===== src/pkg/tmr2_defines.vh =====
`ifndef TMR2_DEFINES_VH
`define TMR2_DEFINES_VH
// register addresses
`define TMR2_ADDR_MODE_EXT 8'h93
`define TMR2_ADDR_PIN_SEL 8'hA4
`define TMR2_ADDR_CONTROL 8'hC8
`define TMR2_ADDR_MODE 8'hC9
`define TMR2_ADDR_RELOAD_LOW 8'hCA
`define TMR2_ADDR_RELOAD_HIGH 8'hCB
`define TMR2_ADDR_COUNT_LOW 8'hCC
`define TMR2_ADDR_COUNT_HIGH 8'hCD
`define TMR2_RESET_VALUE 8'h00
// control register bits
`define TMR2_CON_FULL_OVF 7
`define TMR2_CON_EXT_FLAG 6
`define TMR2_CON_ALIAS5 5
`define TMR2_CON_ALIAS4 4
`define TMR2_CON_FALL_EN 3
`define TMR2_CON_MAIN_RUN 2
`define TMR2_CON_COUNTER_SEL 1
`define TMR2_CON_CAP_RELOAD 0
// mode register bits
`define TMR2_MOD_SPLIT 7
`define TMR2_MOD_ALIAS6 6
`define TMR2_MOD_RISE_EN 5
`define TMR2_MOD_PRESCALE 4
`define TMR2_MOD_LOW_RUN 3
`define TMR2_MOD_AUTO_STOP 2
`define TMR2_MOD_CLKOUT_EN 1
`define TMR2_MOD_BIT0 0
// extended mode register bits
`define TMR2_EXT_LOW_GROUP 7
`define TMR2_EXT_IRQ_IGNORE 6
`define TMR2_EXT_BANK_SEL 5
`define TMR2_EXT_CLK_GROUP 4
`define TMR2_EXT_MODE_BIT1 3
// mode codes
`define TMR2_MODE_RELOAD0 3'h0
`define TMR2_MODE_RELOAD1 3'h1
`define TMR2_MODE_CAPTURE 3'h2
`define TMR2_MODE_CAP_ZERO 3'h3
`define TMR2_MODE_PWM8 3'h4
`define TMR2_MODE_DUTY 3'h6
// prescale divider
`define TMR2_DIV12 4'hB
`endif


===== src/logic/tmr2_edge_sync.v =====
`timescale 1ns/100ps
// two-flop synchroniser with rise and fall pulses, one per input bit
module tmr2_edge_sync #(
	parameter WIDTH = 1
) (
	// clock and reset
	input wire clock,
	input wire rst_n,
	// levels
	input wire [WIDTH-1:0] asyncIn,
	output wire [WIDTH-1:0] syncOut,
	// pulses
	output wire [WIDTH-1:0] risePulse,
	output wire [WIDTH-1:0] fallPulse
);
	reg [WIDTH-1:0] stage1_reg;
	reg [WIDTH-1:0] stage2_reg;
	reg [WIDTH-1:0] stage3_reg;

	always @(posedge clock or negedge rst_n) begin
		if (!rst_n) begin
			stage1_reg <= {WIDTH{1'b0}};
			stage2_reg <= {WIDTH{1'b0}};
			stage3_reg <= {WIDTH{1'b0}};
		end else begin
			stage1_reg <= asyncIn;
			stage2_reg <= stage1_reg;
			stage3_reg <= stage2_reg;
		end
	end

	assign syncOut = stage2_reg;
	assign risePulse = stage2_reg & ~stage3_reg;
	assign fallPulse = ~stage2_reg & stage3_reg;
endmodule // tmr2_edge_sync


===== src/logic/tmr2_core.v =====
`timescale 1ns/100ps
`include "tmr2_defines.vh"
module tmr2_core (
	// clock and reset
	input wire clock,
	input wire rst_n,
	// special function register port
	input wire [7:0] sfrAddr,
	input wire [1:0] sfrPage,
	input wire sfrWrite,
	input wire [7:0] sfrWdata,
	output reg [7:0] sfrRdata,
	// event sources
	input wire extInt0Event,
	input wire extInt1Event,
	input wire baudGenOverflow,
	input wire timer0Overflow,
	input wire comparatorEvent,
	input wire comparatorOutput,
	input wire keypadEvent,
	input wire lowSpeedRcOsc,
	input wire serial0Receive,
	input wire twoWire0ClockLine,
	// port pins, inputs
	input wire p30In,
	input wire p31In,
	input wire p33In,
	input wire p44In,
	input wire p45In,
	input wire p46In,
	// clock-out pin, one output and enable per candidate pin
	output reg [3:0] clockOutData,
	output reg [3:0] clockOutOe,
	// interrupt requests and serial clocks
	output wire timer2Irq,
	output wire serialRxClock,
	output wire serialTxClock
);
	reg [7:0] controlReg_reg;
	reg [7:0] modeReg_reg;
	reg [7:0] modeExt_reg;
	reg [7:0] pinSel_reg;
	reg [7:0] reloadLow_reg;
	reg [7:0] reloadHigh_reg;
	reg [7:0] countLow_reg;
	reg [7:0] countHigh_reg;
	reg lowOverflowFlag_reg;
	reg lowIrqEnable_reg;
	reg lowPrescale_reg;
	reg triggerInvert_reg;
	reg [3:0] div12_reg;
	reg clockOutLevel_reg;

	// pin and event synchronisation
	wire [15:0] rawIn;
	wire [15:0] syncLevel;
	wire [15:0] rise;
	wire [15:0] fall;
	assign rawIn = {twoWire0ClockLine, serial0Receive, lowSpeedRcOsc, keypadEvent,
		comparatorOutput, comparatorEvent, timer0Overflow, baudGenOverflow,
		extInt1Event, extInt0Event, p46In, p45In, p44In, p33In, p31In, p30In};
	tmr2_edge_sync #(.WIDTH(16)) u_sync (
		.clock(clock),
		.rst_n(rst_n),
		.asyncIn(rawIn),
		.syncOut(syncLevel),
		.risePulse(rise),
		.fallPulse(fall)
	);
	wire int0Ev = rise[6];
	wire int1Ev = rise[7];
	wire baudEv = rise[8];
	wire t0Ev = rise[9];
	wire compEv = rise[10];
	wire keyEv = rise[12];

	// fields
	wire splitOn = modeReg_reg[`TMR2_MOD_SPLIT];
	wire mainRun = controlReg_reg[`TMR2_CON_MAIN_RUN];
	wire lowRun = modeReg_reg[`TMR2_MOD_LOW_RUN];
	wire rxClockSel = controlReg_reg[`TMR2_CON_ALIAS5];
	wire txClockSel = controlReg_reg[`TMR2_CON_ALIAS4];
	wire serialClocking = rxClockSel | txClockSel;
	wire [2:0] clockCode = {modeExt_reg[`TMR2_EXT_CLK_GROUP], modeReg_reg[`TMR2_MOD_PRESCALE],
		controlReg_reg[`TMR2_CON_COUNTER_SEL]};
	wire [2:0] modeCode = {modeExt_reg[`TMR2_EXT_MODE_BIT1],
		controlReg_reg[`TMR2_CON_CAP_RELOAD], modeReg_reg[`TMR2_MOD_BIT0]};
	wire [1:0] routeSel = pinSel_reg[7:6];

	// one-hot decode of a 2-bit select, used for pin routing
	function [3:0] dec4;
		input [1:0] sel;
		begin
			dec4 = 4'h1 << sel;
		end
	endfunction

	// port routing of count pin and trigger pin
	reg countPinRise;
	reg trigRaw;
	always @* begin
		case (routeSel)
			2'h0: begin
				countPinRise = fall[1];
				trigRaw = syncLevel[0];
			end
			2'h1: begin
				countPinRise = fall[2];
				trigRaw = syncLevel[5];
			end
			2'h2: begin
				countPinRise = fall[5];
				trigRaw = syncLevel[2];
			end
			default: begin
				countPinRise = fall[4];
				trigRaw = syncLevel[3];
			end
		endcase
	end

	// inversion precedes edge detection
	wire trigLevel = trigRaw ^ triggerInvert_reg;
	reg trigLevelDly_reg;
	wire trigRise = trigLevel & ~trigLevelDly_reg;
	wire trigFall = ~trigLevel & trigLevelDly_reg;
	wire trigEdge = (trigRise & modeReg_reg[`TMR2_MOD_RISE_EN]) |
		(trigFall & controlReg_reg[`TMR2_CON_FALL_EN]);

	// capture source selector
	reg capSrcEv;
	always @* begin
		case (modeExt_reg[2:0])
			3'h0: capSrcEv = trigEdge;
			3'h1: capSrcEv = fall[14];
			3'h2: capSrcEv = fall[4];
			3'h3: capSrcEv = int1Ev;
			3'h4: capSrcEv = rise[13];
			3'h5: capSrcEv = rise[11];
			3'h6: capSrcEv = keyEv;
			default: capSrcEv = fall[15];
		endcase
	end

	// prescaler: divide by 12 tick
	wire div12Tick = (div12_reg == `TMR2_DIV12);

	// low-byte clock source
	reg lowTick;
	always @* begin
		case ({modeExt_reg[`TMR2_EXT_LOW_GROUP], lowPrescale_reg})
			2'h0: lowTick = div12Tick;
			2'h1: lowTick = 1'b1;
			2'h2: lowTick = baudEv;
			default: lowTick = int0Ev;
		endcase
	end

	wire lowCountEn = splitOn & lowRun & lowTick;
	wire lowOverflow = lowCountEn & (countLow_reg == 8'hFF);

	// full and high byte clock source
	reg fullTick;
	always @* begin
		case (clockCode)
			3'h0: fullTick = div12Tick;
			3'h1: fullTick = countPinRise;
			3'h2: fullTick = 1'b1;
			3'h3: fullTick = splitOn ? lowOverflow : int0Ev;
			3'h4: fullTick = baudEv;
			3'h5: fullTick = t0Ev;
			3'h6: fullTick = compEv;
			default: fullTick = keyEv;
		endcase
	end

	// counting: split halves have no carry
	wire highCountEn = mainRun & fullTick;
	wire fullOverflow = ~splitOn & highCountEn & ({countHigh_reg, countLow_reg} == 16'hFFFF);
	wire highOverflow = splitOn ? (highCountEn & (countHigh_reg == 8'hFF)) : fullOverflow;

	// mode decode
	wire isReload = (modeCode == `TMR2_MODE_RELOAD0) | (modeCode == `TMR2_MODE_RELOAD1);
	wire isCapture = (modeCode == `TMR2_MODE_CAPTURE) | (modeCode == `TMR2_MODE_CAP_ZERO);
	wire isAutoZero = (modeCode == `TMR2_MODE_CAP_ZERO);
	wire isPwm = splitOn & (modeCode == `TMR2_MODE_PWM8);
	// duty capture is reserved in split mode, so it is honoured only when unsplit
	wire isDuty = ~splitOn & (modeCode == `TMR2_MODE_DUTY);
	reg dutyPhase_reg;

	// capture/reload action, suppressed while clocking serial port
	wire extAction = capSrcEv & ~serialClocking;
	wire flagEvent = trigEdge;
	wire capEvent = extAction & (isCapture | isDuty);
	wire reloadByEdge = extAction & isReload & (modeCode == `TMR2_MODE_RELOAD1);

	// auto-stop trigger
	wire autoStop = modeReg_reg[`TMR2_MOD_AUTO_STOP] &
		((isReload & highOverflow) | (isCapture & capEvent));

	// register writes, bank aliasing
	wire wrCon = sfrWrite & (sfrPage == 2'h0) & (sfrAddr == `TMR2_ADDR_CONTROL);
	wire wrMod = sfrWrite & (sfrPage == 2'h0) & (sfrAddr == `TMR2_ADDR_MODE);
	wire wrExt = sfrWrite & (sfrPage == 2'h1) & (sfrAddr == `TMR2_ADDR_MODE_EXT);
	wire wrPin = sfrWrite & (sfrPage == 2'h1) & (sfrAddr == `TMR2_ADDR_PIN_SEL);
	wire wrRl = sfrWrite & (sfrPage == 2'h0) & (sfrAddr == `TMR2_ADDR_RELOAD_LOW);
	wire wrRh = sfrWrite & (sfrPage == 2'h0) & (sfrAddr == `TMR2_ADDR_RELOAD_HIGH);
	wire wrTl = sfrWrite & (sfrPage == 2'h0) & (sfrAddr == `TMR2_ADDR_COUNT_LOW);
	wire wrTh = sfrWrite & (sfrPage == 2'h0) & (sfrAddr == `TMR2_ADDR_COUNT_HIGH);
	wire bankSel = modeExt_reg[`TMR2_EXT_BANK_SEL];

	reg [7:0] control_next;
	reg [7:0] mode_next;
	reg [7:0] countLow_next;
	reg [7:0] countHigh_next;
	reg [7:0] reloadLow_next;
	reg [7:0] reloadHigh_next;
	always @* begin
		control_next = controlReg_reg;
		mode_next = modeReg_reg;
		countLow_next = countLow_reg;
		countHigh_next = countHigh_reg;
		reloadLow_next = reloadLow_reg;
		reloadHigh_next = reloadHigh_reg;
		if (wrCon) begin
			control_next[7:6] = sfrWdata[7:6];
			control_next[3:0] = sfrWdata[3:0];
			if (!bankSel) begin
				control_next[5:4] = sfrWdata[5:4];
			end
		end
		if (wrMod) begin
			mode_next[7] = sfrWdata[7];
			mode_next[5:0] = sfrWdata[5:0];
		end
		if (wrRl) begin
			reloadLow_next = sfrWdata;
		end
		if (wrRh) begin
			reloadHigh_next = sfrWdata;
		end
		if (wrTl) begin
			countLow_next = sfrWdata;
		end
		if (wrTh) begin
			countHigh_next = sfrWdata;
		end
		// hardware sets win over software clears
		if (fullOverflow & ~serialClocking) begin
			control_next[`TMR2_CON_FULL_OVF] = 1'b1;
		end
		if (flagEvent) begin
			control_next[`TMR2_CON_EXT_FLAG] = 1'b1;
		end
		if (autoStop) begin
			mode_next[`TMR2_MOD_LOW_RUN] = 1'b0;
		end
		// counting
		if (splitOn) begin
			if (lowCountEn) begin
				countLow_next = lowOverflow ? reloadLow_reg : countLow_reg + 8'h01;
			end
			if (highCountEn) begin
				countHigh_next = (countHigh_reg == 8'hFF) ? reloadHigh_reg :
					countHigh_reg + 8'h01;
			end
		end else if (highCountEn) begin
			if (fullOverflow & (isReload | isPwm)) begin
				countLow_next = reloadLow_reg;
				countHigh_next = reloadHigh_reg;
			end else begin
				{countHigh_next, countLow_next} = {countHigh_reg, countLow_reg} + 16'h0001;
			end
		end
		if (reloadByEdge) begin
			countLow_next = reloadLow_reg;
			countHigh_next = reloadHigh_reg;
		end
		if (capEvent) begin
			reloadLow_next = countLow_reg;
			reloadHigh_next = countHigh_reg;
			if (isAutoZero | (isDuty & dutyPhase_reg)) begin
				countLow_next = 8'h00;
				countHigh_next = 8'h00;
			end
		end
	end

	always @(posedge clock or negedge rst_n) begin
		if (!rst_n) begin
			controlReg_reg <= `TMR2_RESET_VALUE;
			modeReg_reg <= `TMR2_RESET_VALUE;
			modeExt_reg <= `TMR2_RESET_VALUE;
			pinSel_reg <= `TMR2_RESET_VALUE;
			reloadLow_reg <= `TMR2_RESET_VALUE;
			reloadHigh_reg <= `TMR2_RESET_VALUE;
			countLow_reg <= `TMR2_RESET_VALUE;
			countHigh_reg <= `TMR2_RESET_VALUE;
			lowOverflowFlag_reg <= 1'b0;
			lowIrqEnable_reg <= 1'b0;
			lowPrescale_reg <= 1'b0;
			triggerInvert_reg <= 1'b0;
			div12_reg <= 4'h0;
			clockOutLevel_reg <= 1'b0;
			trigLevelDly_reg <= 1'b0;
			dutyPhase_reg <= 1'b0;
		end else begin
			controlReg_reg <= control_next;
			modeReg_reg <= mode_next;
			reloadLow_reg <= reloadLow_next;
			reloadHigh_reg <= reloadHigh_next;
			countLow_reg <= countLow_next;
			countHigh_reg <= countHigh_next;
			div12_reg <= div12Tick ? 4'h0 : div12_reg + 4'h1;
			trigLevelDly_reg <= trigLevel;
			if (wrExt) begin
				modeExt_reg <= sfrWdata;
			end
			if (wrPin) begin
				pinSel_reg <= {sfrWdata[7:6], 6'h00};
			end
			// aliased bits reached through the bank select
			if (wrMod) begin
				if (bankSel) begin
					triggerInvert_reg <= sfrWdata[`TMR2_MOD_ALIAS6];
				end else begin
					lowPrescale_reg <= sfrWdata[`TMR2_MOD_ALIAS6];
				end
			end
			if (wrCon & bankSel) begin
				lowIrqEnable_reg <= sfrWdata[`TMR2_CON_ALIAS4];
			end
			if (lowOverflow) begin
				lowOverflowFlag_reg <= 1'b1;
			end else if (wrCon & bankSel) begin
				lowOverflowFlag_reg <= sfrWdata[`TMR2_CON_ALIAS5];
			end
			if (capEvent & isDuty) begin
				dutyPhase_reg <= ~dutyPhase_reg;
			end
			// clock-out toggles on the overflow that paces it
			if (splitOn ? lowOverflow : fullOverflow) begin
				clockOutLevel_reg <= ~clockOutLevel_reg;
			end else if (isPwm & lowCountEn) begin
				clockOutLevel_reg <= (countLow_reg + 8'h01) < reloadHigh_reg;
			end
		end
	end

	// clock-out pin drive
	always @(posedge clock or negedge rst_n) begin
		if (!rst_n) begin
			clockOutData <= 4'h0;
			clockOutOe <= 4'h0;
		end else begin
			clockOutData <= {4{clockOutLevel_reg}};
			clockOutOe <= modeReg_reg[`TMR2_MOD_CLKOUT_EN] ? dec4(routeSel) : 4'h0;
		end
	end

	// interrupt: ignore bit gates the full overflow request
	assign timer2Irq = (controlReg_reg[`TMR2_CON_FULL_OVF] & ~modeExt_reg[`TMR2_EXT_IRQ_IGNORE]) |
		controlReg_reg[`TMR2_CON_EXT_FLAG] | (lowOverflowFlag_reg & lowIrqEnable_reg);
	assign serialRxClock = rxClockSel & highOverflow;
	assign serialTxClock = txClockSel & highOverflow;

	// read mux, aliased views follow the bank select
	always @* begin
		sfrRdata = 8'h00;
		if (sfrPage == 2'h0) begin
			case (sfrAddr)
				`TMR2_ADDR_CONTROL: sfrRdata = bankSel ?
					{controlReg_reg[7:6], lowOverflowFlag_reg, lowIrqEnable_reg,
					controlReg_reg[3:0]} : controlReg_reg;
				`TMR2_ADDR_MODE: sfrRdata = {modeReg_reg[7],
					bankSel ? triggerInvert_reg : lowPrescale_reg, modeReg_reg[5:0]};
				`TMR2_ADDR_RELOAD_LOW: sfrRdata = reloadLow_reg;
				`TMR2_ADDR_RELOAD_HIGH: sfrRdata = reloadHigh_reg;
				`TMR2_ADDR_COUNT_LOW: sfrRdata = countLow_reg;
				`TMR2_ADDR_COUNT_HIGH: sfrRdata = countHigh_reg;
				default: sfrRdata = 8'h00;
			endcase
		end else if (sfrPage == 2'h1) begin
			case (sfrAddr)
				`TMR2_ADDR_MODE_EXT: sfrRdata = modeExt_reg;
				`TMR2_ADDR_PIN_SEL: sfrRdata = pinSel_reg;
				default: sfrRdata = 8'h00;
			endcase
		end
	end
endmodule // tmr2_core


===== config.mk =====
export PLATFORM = sky130hd
export DESIGN_NAME = tmr2_core
export DESIGN_NICKNAME = d
export VERILOG_FILES = /design/src/logic/tmr2_edge_sync.v /design/src/logic/tmr2_core.v
export VERILOG_INCLUDE_DIRS = /design/src /design/src/pkg
export SDC_FILE = /design/constraint.sdc
export NUM_CORES = 1
export LEC_CHECK = 0
export ABC_CLOCK_PERIOD_IN_PS = 5800
export BUFFER_PORTS_ARGS = -buffer_cell sky130_fd_sc_hd__clkbuf_2
export CAP_MARGIN = 20
export CELL_PAD_IN_SITES_DETAIL_PLACEMENT = 1
export CELL_PAD_IN_SITES_GLOBAL_PLACEMENT = 2
export CORE_MARGIN = 1
export CORE_UTILIZATION = 25
export CTS_CLUSTER_DIAMETER = 200
export DETAILED_ROUTE_END_ITERATION = 7
export GPL_ROUTABILITY_DRIVEN = 0
export GPL_TIMING_DRIVEN = 0
export PLACE_DENSITY = 0.56
export SYNTH_ARGS = -nofsm -noshare
export SYNTH_HDL_FRONTEND = slang
export SYNTH_SLANG_ARGS = --single-unit

===== constraint.sdc =====
create_clock -name clock -period 5.8 [get_ports clock]
set_clock_uncertainty 0.15 [all_clocks]
set_input_delay 1.16 -clock clock [delete_from_list [all_inputs] [get_ports clock]]
set_output_delay 1.16 -clock clock [all_outputs]
set_load 0.01 [all_outputs]

Word level (Yosys, flattened, before mapping)

Index checks and enable logic that the tools add are counted.

Bits in registers: 121
Input port bits: 37
Output and inout port bits: 19
Logic and storage cells: 192

$add $sub $neg: 4
Magnitude comparators: 1
Equality and inequality tests: 34
Shifts and indexed selects: 1
Multiplexer cells: 48
Bitwise gates (word level): 63
Reductions and logical operators: 16

Operators with widths:

| operator                                                              | count |
|---|---|
| 8-bit two-way mux                                                     | 25 |
| 8-bit equality test, second input constant                            | 10 |
| 8-bit case mux with 6 select lines                                    | 1 |
| 1-bit bitwise AND                                                     | 40 |
| 3-bit equality test, second input constant                            | 8 |
| 3-bit by 2-bit equality test with 1-bit output, second input constant | 6 |
| 16-bit by 1-bit adder with 16-bit output, second input constant       | 1 |
| 8-bit by 1-bit adder with 8-bit output, second input constant         | 2 |
| 16-bit bitwise AND                                                    | 1 |
| 16-bit equality test, second input constant                           | 1 |
| 16-bit NOT                                                            | 1 |
| 8-bit case mux with 2 select lines                                    | 1 |
| 14-bit bitwise AND                                                    | 1 |
| 14-bit NOT                                                            | 1 |
| 1-bit case mux with 7 select lines                                    | 2 |
| 2-bit nonzero test                                                    | 7 |
| 4-bit two-way mux                                                     | 3 |
| 1-bit two-way mux                                                     | 11 |
| 1-bit OR                                                              | 10 |
| 3-bit by 1-bit equality test with 1-bit output, second input constant | 3 |
| 3-bit zero test                                                       | 3 |
| 1-bit case mux with 3 select lines                                    | 3 |
| 8-bit < comparator                                                    | 1 |
| 1-bit NOT                                                             | 8 |
| 10 further kinds                                                      | 17 |

Depth between registers and ports, before layout

Word-level depth: 17
Mapped depth: 10
Gate-level depth less buffers: 9

Cells and area by module

From an unflattened synthesis, not the netlist that was laid out.

Cells, all modules: 659
Area total of the unflattened synthesis: 6,764.0 sq um

By module, submodules not included:

| module         | instances | cells each | area each (sq um) | sequential area each (sq um) |
|---|---|---|---|---|
| tmr2_core      | 1         | 579        | 5,282.6           | 1,826.8 |
| tmr2_edge_sync | 1         | 80         | 1,481.4           | 1,201.2 |

Worst setup path after synthesis

OpenSTA, ideal clock, no wires.

Path type: input to output
Start: input port sfrAddr[0]
End: output port sfrRdata[0]
Data arrival time: 2.655 ns
Required time: 4.490 ns
Slack: 1.835 ns
Stages on the path: 7
Path buffers: 2
Cells stage by stage: clkbuf_1 > clkbuf_1 > mux2_2 > a22oi_1 > o21ai_0 > a221oi_1 > o21ai_0

Word-level cells in the longest chain between the ends: 4
Elaborated cells on any way between the ends: 12
Classes of those cells: eq/ne (8); mux (4)

RTL lines:

| what                               | RTL line        | RTL |
|---|---|---|
| start: declaration                 | tmr2_core.v:8   | `input wire [7:0] sfrAddr,` |
| 8-bit equality test                | tmr2_core.v:384 | `case (sfrAddr)` |
| 8-bit case mux with 2 select lines | tmr2_core.v:384 |  |
| 8-bit two-way mux                  | tmr2_core.v:383 | `end else if (sfrPage == 2'h1) begin` |
| 8-bit two-way mux *                | tmr2_core.v:370 | `if (sfrPage == 2'h0) begin` |
| end: declaration                   | tmr2_core.v:12  | `output reg [7:0] sfrRdata,` |

Mark *: on every way between the ends. The rest lies on a longest branch, timed or not.

Final worst setup path

Start: register countLow_reg[1]
End: output port serialTxClock

Word-level cells in the longest chain between the ends: 9
Elaborated cells on any way between the ends: 11
Classes of those cells: eq/ne (2); mux (3); bitwise (6)

RTL lines:

| what                               | RTL line        | RTL |
|---|---|---|
| start: declaration                 | tmr2_core.v:45  | `reg [7:0] countLow_reg;` |
| start signal: assignment           | tmr2_core.v:297 | `` countLow_reg <= `TMR2_RESET_VALUE; `` |
| start signal: assignment           | tmr2_core.v:312 | `countLow_reg <= countLow_next;` |
| 8-bit equality test                | tmr2_core.v:160 | `wire lowOverflow = lowCountEn & (countLow_reg == 8'hFF);` |
| 1-bit bitwise AND                  | tmr2_core.v:160 |  |
| 1-bit two-way mux                  | tmr2_core.v:169 | `3'h3: fullTick = splitOn ? lowOverflow : int0Ev;` |
| 1-bit case mux with 7 select lines | tmr2_core.v:165 | `case (clockCode)` |
| 1-bit bitwise AND                  | tmr2_core.v:178 | `wire highCountEn = mainRun & fullTick;` |
| 1-bit bitwise AND (2 in series)    | tmr2_core.v:179 | `wire fullOverflow = ~splitOn & highCountEn & ({countHigh_reg, countLow_reg} == 16'hFFFF);` |
| 1-bit two-way mux *                | tmr2_core.v:180 | `wire highOverflow = splitOn ? (highCountEn & (countHigh_reg == 8'hFF)) : fullOverflow;` |
| 1-bit bitwise AND *                | tmr2_core.v:365 | `assign serialTxClock = txClockSel & highOverflow;` |
| end: declaration                   | tmr2_core.v:37  | `output wire serialTxClock` |

Marks and branches as above.

==> results.sh <==
export IMPL_p_leak_nw=3.45
export IMPL_fmax_mhz=199
export IMPL_antenna_found_initial=0
export IMPL_layout_area_seq_um2=2980
export IMPL_crit_type="reg -> out"
export IMPL_postSynthCellCount=674
export IMPL_fillers=3009
export IMPL_netlist_area_um2=6600
export IMPL_vias=5626
export IMPL_rsz0062_at_grt="no"
export IMPL_cts_tree="built"
export IMPL_maxCapViolCount=0
export IMPL_ioPinCount=56
export IMPL_grt_pass1_wl_um=38700
export IMPL_worst_ep_required_time_ns=4.49
export IMPL_drc=0
export IMPL_syn_nets=721
export IMPL_dpl_worst_slack_ns=1.13
export IMPL_min_path_cells=0
export IMPL_power_density_nw_per_um2=361
export IMPL_setup_slack_ns=0.769
export IMPL_drt_iter0_markers=331
export IMPL_dieWidth_um=165
export IMPL_io_buffer_count=50
export IMPL_dieHeight_um=165
export IMPL_synth_cell_types=60
export IMPL_hold_viol_final=0
export IMPL_cts_max_level=4
export IMPL_detail_route_antenna_nets=0
export IMPL_root_buffer="clkbuf_16"
export IMPL_cts_sinks=119
export IMPL_post_route_period_util_pct=86.7
export IMPL_yosysWarnings=0
export IMPL_ys_dominant_reg_cell="dfrtp_1"
export IMPL_critPathSlowestCell="nor3_1"
export IMPL_insertion_delay_ns=0.42
export IMPL_critPathMaxStageDelay_ns=0.87
export IMPL_numCtsBuffers=17
export IMPL_initial_core_util_pct=25.4
export IMPL_cp_start_kind="flip-flop"
export IMPL_cp_data_arrival_time_ns=3.72
export IMPL_outcome="finished, final reports clean"
export IMPL_path_max_fanout=8
export IMPL_routed_wl_um=25500
export IMPL_ys_seq_area_share_pct=45.1
export IMPL_synthArstFlopShare_pct=100
export IMPL_dieArea_um2=27100
export IMPL_synth_edf_count=0
export IMPL_path_clk_slew_ns=0.06
export IMPL_cpLargestDelayFamily="simple AND/OR/NAND/NOR gates"
export IMPL_wl_per_cell_um=23.4
export IMPL_ctsLongestPathBuffers=2
export IMPL_cts_resized=0
export IMPL_antennaDiodeCount=0
export IMPL_vdd_ir_drop_max_v=0.000156
export IMPL_hold_class="reg -> reg"
export IMPL_nets=791
export IMPL_grt_max_degree=100
export IMPL_drive_above_1_share_pct=19.3
export IMPL_overflow=0
export IMPL_place_inst=1060
export IMPL_ys_ff_latch=119
export IMPL_path_buf_inv=1
export IMPL_grtUsageTotal_pct=19.8
export IMPL_min_period_ns=5.03
export IMPL_final_max_slew_viol_count=0
export IMPL_core_area_um2=26000
export IMPL_vias_per_cell=5.15
export IMPL_finalPower_mw=2.85
export IMPL_reg2reg_depth=8
export IMPL_worst_pin_slew_ns=1.12
export IMPL_slew_headroom_pct=24.6
export IMPL_rows=59
export IMPL_syn_avg_cell_area_um2=9.80
export IMPL_multi_input_area_um2=3310
export IMPL_crit_cells=8
export IMPL_first_global_vias=6041
export IMPL_postCtsHoldBufs=0
export IMPL_area_delta_synth_final_pct=19.5
export IMPL_firstDrtPassIters=4
export IMPL_fin_tns_setup_ns=0
export IMPL_endpoint_kind="primary output"
export IMPL_setup_viol=0
export IMPL_critical_path_cell_chain="ha_1, nand3_1, or2_2, nor4b_1, o311ai_2, nor3_1, and2_1, clkbuf_2"
export IMPL_layoutNonFillerInstCount=1092
export IMPL_hpwl_um=18600
export IMPL_cts_setup_buffers=0
kinds of logic (layout without fill, tap and decap cells):
family	count (synthesis)	after routing	synth area share, %
AND/OR/NAND/NOR	211	211	16.3
XOR/XNOR	17	17	2.37
multiplexers	81	81	13.8
buffers and inverters	72	155	4.81
flip-flops	119	119	45.1
AO/OA/AOI/OAI	164	164	15.7
adder cells (fa/ha/maj)	10	10	1.89
synthesized netlist by cell type (7+ instances only):
| master | count | share of area, % |
|---|---|---|
| nand3_1 | 15 | 1.1 |
| ha_1 | 10 | 1.9 |
| inv_1 | 23 | 1.3 |
| and3_1 | 11 | 1.0 |
| nand4_1 | 9 | 0.85 |
| xnor2_1 | 13 | 1.7 |
| nor2_1 | 51 | 2.9 |
| mux2_2 | 28 | 4.8 |
| a211oi_1 | 10 | 1.1 |
| a21oi_1 | 48 | 3.6 |
| nor2b_1 | 7 | 0.66 |
| nor3_1 | 8 | 0.61 |
| nand2_1 | 60 | 3.4 |
| nand2b_1 | 7 | 0.66 |
| o21ai_0 | 44 | 3.3 |
| clkbuf_1 | 27 | 1.5 |
| a31oi_1 | 12 | 1.1 |
| nand3b_1 | 8 | 0.91 |
| mux2i_1 | 48 | 7.3 |
| dfrtp_1 | 119 | 45 |
| buf_2 | 14 | 1.1 |
| a22oi_1 | 7 | 0.80 |
placed cells by master, fill, tap and decap left out, types with 14 or more instances in the layout:
cell / instances
clkbuf_16: 17
mux2_2: 28
nand2_1: 60
nand3_1: 15
clkbuf_1: 27
inv_1: 23
a21oi_1: 48
nor2_1: 51
dfrtp_1: 119
mux2i_1: 48
o21ai_0: 44
buf_2: 14
clkbuf_2: 49
cell type report:
type | instances | area share [%]
multi-input combinational | 483 | 41.9
sequential | 119 | 37.7
clock buffer | 18 | 5.57
tap | 335 | 5.31
timing repair buffer | 51 | 3.63
buffer | 49 | 2.93
clock inverter | 14 | 1.78
inverter | 23 | 1.09
worst paths after layout:
| check | slack, ns | to | startpoint |
|---|---|---|---|
| setup / recovery | 0.77 | serialTxClock | countLow_reg[1] |
| hold / removal | 0.20 | u_sync.syncOut[15] | u_sync.stage1_reg[15] |
| setup reg to reg | 2.06 | clockOutLevel_reg | countLow_reg[1] |
| hold reg to reg | 0.20 | u_sync.syncOut[15] | u_sync.stage1_reg[15] |
| max in group asynchronous | 4.25 | dutyPhase_reg | rst_n |
| min in group asynchronous | 0.46 | clockOutData[0] | rst_n |
power by group:
| group | internal (mW) | switching, mW | leakage, nW |
|---|---|---|---|
| clock | 0.613 | 0.455 | 0.274 |
| combinational | 0.316 | 0.525 | 1.81 |
| sequential | 0.888 | 0.0498 | 1.37 |
| total | 1.82 | 1.03 | 3.45 |
routing by layer:
| metal | share of wire (%) | global-route usage, % | vias up |
|---|---|---|---|
| met5 | 0 | 0 | - |
| met4 | 2.7 | 7.59 | 0 |
| met3 | 3.2 | 2.54 | 36 |
| met2 | 47 | 32.5 | 142 |
| met1 | 47 | 26.4 | 2858 |
| li1 | - | - | 2590 |
stage by stage:
step | area (µm²) | hold slack [ns] | util, %
after floorplan | 6600 | 0.181 | -
after global placement | 7270 | 0.183 | 28.0
after detailed placement | 7310 | 0.186 | 28.1
after CTS | 7890 | 0.199 | 30.4
after global routing | 7890 | 0.202 | 30.4
final | 7890 | 0.196 | 30.4
Power figures use the tool's default switching activity.
